$ cat config.mk
export PLATFORM = sky130hd
export DESIGN_NAME = psr_status_reg
export DESIGN_NICKNAME = d
export VERILOG_FILES = /design/src/rtl/psr_pkg.sv /design/src/rtl/psr_sync_filt.sv /design/src/rtl/psr_status_reg.sv
export SDC_FILE = /design/constraint.sdc
export NUM_CORES = 1
export LEC_CHECK = 0
export BUFFER_PORTS_ARGS = -buffer_cell sky130_fd_sc_hd__buf_2
export CAP_MARGIN = 20
export CORE_MARGIN = 1.5
export CORE_UTILIZATION = 50
export CTS_CLUSTER_SIZE = 24
export DETAILED_ROUTE_END_ITERATION = 6
export GPL_ROUTABILITY_DRIVEN = 0
export PLACE_DENSITY_LB_ADDON = 0.08
export SLEW_MARGIN = 40
export SYNTH_ARGS = -nofsm -noshare
export SYNTH_HDL_FRONTEND = slang
export SYNTH_SLANG_ARGS = --single-unit
export TNS_END_PERCENT = 100
$ cat constraint.sdc
create_clock -name mclk -period 2.1 [get_ports mclk]
set_input_delay 0.42 -clock mclk [delete_from_list [all_inputs] [get_ports mclk]]
set_output_delay 0.42 -clock mclk [all_outputs]
set_load 0.02 [all_outputs]
$ cat src/rtl/psr_pkg.sv
// Constants shared by the PLL status readback block
package psr_pkg;

  // ----------------------------------------------------------------
  // Register port geometry
  // ----------------------------------------------------------------
  localparam int PSR_ADDR_W = 10;
  localparam int PSR_DATA_W = 8;

  // ----------------------------------------------------------------
  // Register offsets
  // ----------------------------------------------------------------
  localparam logic [PSR_ADDR_W-1:0] PSR_PLL_STATUS_OFS = 10'h01f;

  // ----------------------------------------------------------------
  // Field positions inside the status register
  // ----------------------------------------------------------------
  localparam int PSR_BIT_LOCK = 0;
  localparam int PSR_BIT_PRI_ABOVE = 1;
  localparam int PSR_BIT_SEC_ABOVE = 2;
  localparam int PSR_BIT_EXT_ABOVE = 3;
  localparam int PSR_BIT_SEC_SEL = 4;
  localparam int PSR_BIT_HOLDOVER = 5;
  localparam int PSR_NUM_STATUS = 6;

  // ----------------------------------------------------------------
  // Reset values
  // ----------------------------------------------------------------
  localparam logic [PSR_DATA_W-1:0] PSR_RDATA_RST = 8'h00;
  localparam logic [PSR_NUM_STATUS-1:0] PSR_STATUS_RST = 6'h00;
  localparam logic [PSR_DATA_W-1:0] PSR_UNMAPPED_VAL = 8'h00;

  // ----------------------------------------------------------------
  // Timing: synchroniser depth in clock cycles
  // ----------------------------------------------------------------
  localparam int PSR_SYNC_STAGES = 3;

endpackage

$ cat src/rtl/psr_sync_filt.sv
// Three-stage synchroniser with agreement filter, one lane per bit
`timescale 1ns/100ps

module psr_sync_filt #(
  parameter int WIDTH = 6,
  parameter logic [WIDTH-1:0] RST_VAL = '0
) (
  // Clock and reset
  input wire logic mclk,
  input wire logic rst_b,
  // Asynchronous levels in, filtered levels out
  input wire logic [WIDTH-1:0] asyncIn,
  output logic [WIDTH-1:0] filtOut_q
);

  // ----------------------------------------------------------------
  // Per-bit lanes
  // ----------------------------------------------------------------
  genvar gi;
  generate
    for (gi = 0; gi < WIDTH; gi++)
    begin : g_lane
      logic meta_q;
      logic sync2_q;
      logic sync3_q;
      logic filt_d;

      // Filter only looks at stages two and three, never the first
      assign filt_d = (sync2_q == sync3_q) ? sync3_q : filtOut_q[gi];

      // Chain plus held value; a lone glitch cannot reach the output
      always_ff @(posedge mclk or negedge rst_b)
      begin
        if (!rst_b)
        begin
          meta_q <= RST_VAL[gi];
          sync2_q <= RST_VAL[gi];
          sync3_q <= RST_VAL[gi];
          filtOut_q[gi] <= RST_VAL[gi];
        end
        else
        begin
          meta_q <= asyncIn[gi];
          sync2_q <= meta_q;
          sync3_q <= sync2_q;
          filtOut_q[gi] <= filt_d;
        end
      end
    end
  endgenerate

endmodule

$ cat src/rtl/psr_status_reg.sv
// Read-only PLL status register with its register read port
//
// Function
// - Bit 5 reads 1 while the part is in holdover, else 0.
// - Holdover bit follows the real holdover state, not the enable setting.
// - Bit 4 reads 1 when second reference feeds the PLL, else 0.
// - Bit 3 reads 1 when external clock is above its monitor threshold.
// - Bit 2 reads 1 when second reference is above selected threshold.
// - Bit 1 reads 1 when first reference is above selected threshold.
// - Bit 0 shows the digital lock detector: 1 locked, 0 not.
`timescale 1ns/100ps

module psr_status_reg (
  // Clock and reset
  input wire logic mclk,
  input wire logic rst_b,
  // Status sources from other blocks, other clock domains
  input wire logic holdoverActive,
  input wire logic secondaryRefSelected,
  input wire logic extClkAboveThresh,
  input wire logic secondaryAboveThresh,
  input wire logic primaryAboveThresh,
  input wire logic digitalLock,
  // Register access port from the serial control port
  input wire logic [psr_pkg::PSR_ADDR_W-1:0] regAddr,
  input wire logic regRd,
  input wire logic regWr,
  input wire logic [psr_pkg::PSR_DATA_W-1:0] regWdata,
  output logic [psr_pkg::PSR_DATA_W-1:0] regRdata_q,
  output logic regRdValid_q
);
  import psr_pkg::*;

  // ----------------------------------------------------------------
  // Status capture
  // ----------------------------------------------------------------
  logic [PSR_NUM_STATUS-1:0] rawStatus;
  logic [PSR_NUM_STATUS-1:0] statusVec;

  // Gather the sources in register bit order
  assign rawStatus[PSR_BIT_HOLDOVER] = holdoverActive;
  assign rawStatus[PSR_BIT_SEC_SEL] = secondaryRefSelected;
  assign rawStatus[PSR_BIT_EXT_ABOVE] = extClkAboveThresh;
  assign rawStatus[PSR_BIT_SEC_ABOVE] = secondaryAboveThresh;
  assign rawStatus[PSR_BIT_PRI_ABOVE] = primaryAboveThresh;
  assign rawStatus[PSR_BIT_LOCK] = digitalLock;

  // Sources run on foreign clocks, so each passes the filter chain
  psr_sync_filt #(
    .WIDTH(PSR_NUM_STATUS),
    .RST_VAL(PSR_STATUS_RST)
  ) u_sync (
    .mclk(mclk),
    .rst_b(rst_b),
    .asyncIn(rawStatus),
    .filtOut_q(statusVec)
  );

  // ----------------------------------------------------------------
  // Address decode and read data
  // ----------------------------------------------------------------
  logic statusHit;
  logic [PSR_DATA_W-1:0] statusWord;
  logic [PSR_DATA_W-1:0] rdMux;
  logic [PSR_DATA_W-1:0] regRdata_d;
  logic wrUnused;

  // Upper two bits are reserved and read as zero
  assign statusWord = {{(PSR_DATA_W-PSR_NUM_STATUS){1'b0}}, statusVec};
  assign statusHit = (regAddr == PSR_PLL_STATUS_OFS);
  assign rdMux = statusHit ? statusWord : PSR_UNMAPPED_VAL;
  // Read returns a snapshot; capture changes nothing upstream
  assign regRdata_d = regRd ? rdMux : regRdata_q;
  // Writes land nowhere: the register has no storage to change
  assign wrUnused = regWr & (|regWdata);

  // Read answer one cycle after the strobe, held until the next read
  always_ff @(posedge mclk or negedge rst_b)
  begin
    if (!rst_b)
    begin
      regRdata_q <= PSR_RDATA_RST;
      regRdValid_q <= 1'b0;
    end
    else
    begin
      regRdata_q <= regRdata_d;
      regRdValid_q <= regRd;
    end
  end

  // ----------------------------------------------------------------
  // Assertions
  // ----------------------------------------------------------------
  property p_hold_read;
    @(posedge mclk) disable iff (!rst_b)
    (regRd && statusHit) |=>
      (regRdata_q[PSR_BIT_HOLDOVER] == $past(statusVec[PSR_BIT_HOLDOVER]));
  endproperty
  a_hold_read: assert property (p_hold_read)
    else $error("holdover bit read back wrong");

  property p_hold_track;
    @(posedge mclk) disable iff (!rst_b)
    (holdoverActive[*4]) |=> statusVec[PSR_BIT_HOLDOVER];
  endproperty
  a_hold_track: assert property (p_hold_track)
    else $error("holdover state not reflected after three stages");

  property p_hold_clear;
    @(posedge mclk) disable iff (!rst_b)
    (!holdoverActive[*4]) |=> !statusVec[PSR_BIT_HOLDOVER];
  endproperty
  a_hold_clear: assert property (p_hold_clear)
    else $error("holdover bit stuck high after leaving holdover");

  property p_sel_read;
    @(posedge mclk) disable iff (!rst_b)
    (regRd && statusHit) |=>
      (regRdata_q[PSR_BIT_SEC_SEL] == $past(statusVec[PSR_BIT_SEC_SEL]));
  endproperty
  a_sel_read: assert property (p_sel_read)
    else $error("reference select bit read back wrong");

  property p_ext_track;
    @(posedge mclk) disable iff (!rst_b)
    (extClkAboveThresh[*4] ##1 (regRd && statusHit)) |=>
      regRdata_q[PSR_BIT_EXT_ABOVE];
  endproperty
  a_ext_track: assert property (p_ext_track)
    else $error("external clock monitor bit not reported");

  property p_sec_read;
    @(posedge mclk) disable iff (!rst_b)
    (regRd && statusHit) |=>
      (regRdata_q[PSR_BIT_SEC_ABOVE] == $past(statusVec[PSR_BIT_SEC_ABOVE]));
  endproperty
  a_sec_read: assert property (p_sec_read)
    else $error("second reference monitor bit read back wrong");

  property p_pri_track;
    @(posedge mclk) disable iff (!rst_b)
    (!primaryAboveThresh[*4] ##1 (regRd && statusHit)) |=>
      !regRdata_q[PSR_BIT_PRI_ABOVE];
  endproperty
  a_pri_track: assert property (p_pri_track)
    else $error("first reference monitor bit reported high when low");

  property p_lock_track;
    @(posedge mclk) disable iff (!rst_b)
    (digitalLock[*4] ##1 (regRd && statusHit)) |=>
      regRdata_q[PSR_BIT_LOCK];
  endproperty
  a_lock_track: assert property (p_lock_track)
    else $error("lock detect not reported while locked");

  property p_no_side_effect;
    @(posedge mclk) disable iff (!rst_b)
    (!regRd) |=> ($stable(regRdata_q) && !regRdValid_q);
  endproperty
  a_no_side_effect: assert property (p_no_side_effect)
    else $error("read data moved without a read strobe");

  // Stability is judged at the second strobe, the edge that captures it
  property p_reread_same;
    @(posedge mclk) disable iff (!rst_b)
    (regRd && statusHit) ##1 (regRd && statusHit && $stable(statusVec))
      |=> (regRdata_q == $past(regRdata_q));
  endproperty
  a_reread_same: assert property (p_reread_same)
    else $error("second read differs although status was stable");

  property p_reserved_zero;
    @(posedge mclk) disable iff (!rst_b)
    regRdValid_q |-> (regRdata_q[PSR_DATA_W-1:PSR_NUM_STATUS] == 2'h0);
  endproperty
  a_reserved_zero: assert property (p_reserved_zero)
    else $error("reserved bits read nonzero");

  property p_unmapped;
    @(posedge mclk) disable iff (!rst_b)
    (regRd && !statusHit) |=> (regRdata_q == PSR_UNMAPPED_VAL);
  endproperty
  a_unmapped: assert property (p_unmapped)
    else $error("unmapped read returned data");

  // Every strobe is answered exactly one cycle later
  property p_valid_pulse;
    @(posedge mclk) disable iff (!rst_b)
    regRd |=> regRdValid_q;
  endproperty
  a_valid_pulse: assert property (p_valid_pulse)
    else $error("read strobe not answered one cycle later");

  // A write with data must leave the read side untouched
  property p_write_ignored;
    @(posedge mclk) disable iff (!rst_b)
    (wrUnused && !regRd) |=> ($stable(regRdata_q) && !regRdValid_q);
  endproperty
  a_write_ignored: assert property (p_write_ignored)
    else $error("write strobe disturbed the read port");

  property p_sel_track;
    @(posedge mclk) disable iff (!rst_b)
    (secondaryRefSelected[*4] ##1 (regRd && statusHit)) |=>
      regRdata_q[PSR_BIT_SEC_SEL];
  endproperty
  a_sel_track: assert property (p_sel_track)
    else $error("second reference selection not reported");

  property p_ext_clear;
    @(posedge mclk) disable iff (!rst_b)
    (!extClkAboveThresh[*4] ##1 (regRd && statusHit)) |=>
      !regRdata_q[PSR_BIT_EXT_ABOVE];
  endproperty
  a_ext_clear: assert property (p_ext_clear)
    else $error("external clock monitor bit high when below threshold");

  property p_sec_track;
    @(posedge mclk) disable iff (!rst_b)
    (secondaryAboveThresh[*4] ##1 (regRd && statusHit)) |=>
      regRdata_q[PSR_BIT_SEC_ABOVE];
  endproperty
  a_sec_track: assert property (p_sec_track)
    else $error("second reference monitor bit not reported");

  property p_pri_set;
    @(posedge mclk) disable iff (!rst_b)
    (primaryAboveThresh[*4] ##1 (regRd && statusHit)) |=>
      regRdata_q[PSR_BIT_PRI_ABOVE];
  endproperty
  a_pri_set: assert property (p_pri_set)
    else $error("first reference monitor bit not reported");

  property p_lock_clear;
    @(posedge mclk) disable iff (!rst_b)
    (!digitalLock[*4] ##1 (regRd && statusHit)) |=>
      !regRdata_q[PSR_BIT_LOCK];
  endproperty
  a_lock_clear: assert property (p_lock_clear)
    else $error("lock reported while lock detect is low");

endmodule

==> implementation parameters <==
Parameter                              Value

Critical path
  Library cell contributing the largest single delay on the critical path ... dfrtp_1
  Required time at the endpoint of the critical path ... 1680 ps
  Kind of end point of the critical path ... output port
  Critical path class ... reg2out
  Critical Path Start Type ... flip-flop
  Critical Path Max Stage Delay ... 390 ps
  Chain of cells forming the critical path ... buf_2
  Maximum fanout along the worst path ... 2
  Endpoint arrival time on the critical path ... 860 ps
  CP Buf/Inv Count ... 1
  Category of cells accounting for the largest share of critical-path delay ... flip-flops
  Slack of the worst reg-to-reg path ... 1230 ps

Global route
  Maximum number of pins on one net before global-route repair ... 32
  Via count of the first global-routing pass ... 498
  Initial antenna violation count ... 0
  Overall routing resource usage ... 0.143
  First-pass GRT wire length ... 2.08 mm
  Sum of overflow across all layers after global routing ... 0

Timing
  Number of setup violations in the final report ... 0
  Shortest period the worst path allows ... 1280 ps
  Final number of hold-violating endpoints ... 0
  RSZ-0062 raised after global routing ... no
  Achievable clock frequency ... 782 MHz
  Final total negative setup slack ... 0 ps
  Setup Skew ... 5.55 ps
  Worst-margin pin slew ... 656 ps
  Max Transition Viols Final ... 0
  Worst slew margin relative to its limit ... 0.563
  Period Utilization, post-route ... 0.609

Routing
  Drt drc ... 0
  Count of routing violations after the opening detailed-route iteration ... 6
  Number of vias after detailed routing ... 545
  Number of search-and-repair iterations in the first detailed-routing pass ... 3
  Per-cell via count in the routed design ... 4.58
  Total routed wirelength ... 1.35 mm
  Remaining antenna violation count ... 0
  Routed wire per std cell ... 11.4 um

Layout
  Area delta synth->final ... 19.6%
  Proportion of layout cells with a drive suffix above 1 ... 0.362
  Final Cell Area ... 1190 um^2
  Number of inserted diodes ... 0
  Most frequent cells in the layout ... dfrtp_1 (31), buf_2 (25), inv_1 (12), maj3_1 (6), o22ai_1 (6)
  Number of nets in the layout ... 121
  Most common cell after layout, fill and taps aside ... dfrtp_1

Floorplanning
  Cell row count ... 15
  Die outline height ... 47.7 um
  IO Count ... 37
  Area enclosed by the die boundary ... 2270 um^2
  Placeable core region ... 1800 um^2
  Effective utilization at floorplan ... 0.553
  Chip Width ... 47.7 um

Clock network
  Clock latency at the later pin of the worst-skew pair ... 300 ps
  Number of H-tree branching levels ... 2
  Post-CTS setup buffer count ... 0
  Num CTS Buffers ... 5
  CTS Sinks ... 31
  Clock tree from TritonCTS ... done
  Register clock-pin slew on the reported worst setup and hold paths ... 90 ps
  Total of hold buffers inserted after clock tree synthesis ... 0
  Clock root buffer ... clkbuf_4
  Maximum number of buffers from clock root to sink ... 2
  Resized cells post-CTS ... 0

Run
  Maximum capacitance violations ... 0

Logic synthesis
  Post-synthesis sequential area ratio ... 0.778
  Mean post-synth cell area ... 16.1 um^2
  Unique cell type count in the Yosys netlist ... 10
  Flip-flop and latch count after synthesis ... 31
  Synthesis Warnings ... 0
  Total standard cell area after synthesis ... 997 um^2
  Synthesized instance count ... 62

Run status
  Outcome ... finished, final reports clean

Worst hold path
  Type of the worst min-delay path ... in2async

Pwr
  Power per Cell Area ... 839 nW/um^2
  Worst vdd rail ir drop ... 0.603 mV
  Overall power ... 1000 uW
  Leak pwr ... 0.000595 uW

Placement
  Count of buffers inserted at the top-level ports ... 25
  Area of placed instances ... 1140 um^2
==> state kept, by name (all words and copies together) (netlist names) <==
| signal | count |
|---|---|
| regRdValid_q | 1 |
| regRdata_q | 6 |
| u_sync.filtOut_q | 6 |
| u_sync.g_lane.meta_q | 6 |
| u_sync.g_lane.sync2_q | 6 |
| u_sync.g_lane.sync3_q | 6 |
==> synth_stat cells <==
| library cell | number | area (um^2) |
|---|---|---|
| nor4b_4 | 1 | 23.8 |
| nor2_1 | 1 | 3.75 |
| o22ai_1 | 6 | 37.5 |
| maj3_1 | 6 | 60.1 |
| and4_4 | 1 | 11.3 |
| conb_1 | 1 | 3.75 |
| buf_4 | 2 | 15.0 |
| dfrtp_1 | 31 | 776 |
| inv_1 | 12 | 45.0 |
| nand4_4 | 1 | 21.3 |
==> final timing paths <==
path | start | end | cells after the start
worst max-delay path | regRdata_q[2] | regRdata_q[2] | 1
worst min-delay path | rst_b | regRdata_q[2] | 1
worst max register to register | u_sync.filtOut_q[2] | u_sync.filtOut_q[2] | 1
worst min register to register | u_sync.g_lane[5].meta_q | u_sync.g_lane[5].sync2_q | 0
max in group asynchronous | rst_b | u_sync.g_lane[1].sync2_q | 1
min in group mclk | extClkAboveThresh | u_sync.g_lane[3].meta_q | 1
==> metal layers <==
metal	wire length (um)	global-route usage
met2	554	0.214
met5	0	0
met3	125	0.0566
met1	658	0.177
met4	13	0.0811
==> area by class of cell <==
cell class / count / area, um^2
clock buffers: 7 / 45.0
clock inverters: 1 / 5.00
fillers: 135 / 609
inverters: 12 / 45.0
multi-input cells: 18 / 165
flip-flops and latches: 31 / 776
well taps: 25 / 31.3
repair buffers: 25 / 125
==> report_power, final <==
| part | switching (uW) | internal (uW) | total (uW) |
|---|---|---|---|
| Sequential | 13.4 | 626 | 640 |
| Combinational | 30.6 | 25.1 | 55.7 |
| Clock | 175 | 130 | 305 |
==> logic make-up after synthesis <==
logic type      Yosys count  synth area share
compound gates            6            0.0376
buf+inv                  14            0.0602
other cells               1           0.00376
simple gates              4            0.0602
flops                    31             0.778
fa+ha+maj                 6            0.0602
==> stage by stage <==
| step | utilization | worst slack (ps) | hold slack, ps | std cells |
|---|---|---|---|---|
| final | 0.662 | 821 | 136 | 119 |
| after CTS | 0.662 | 803 | 136 | 119 |
| after global routing | 0.662 | 775 | 176 | 119 |
| after global placement | 0.634 | 848 | 333 | 111 |
| after detailed placement | 0.634 | 786 | 336 | 111 |
| after floorplan | - | 1020 | 124 | 63 |
No activity file was read; power rests on OpenSTA's default activity.
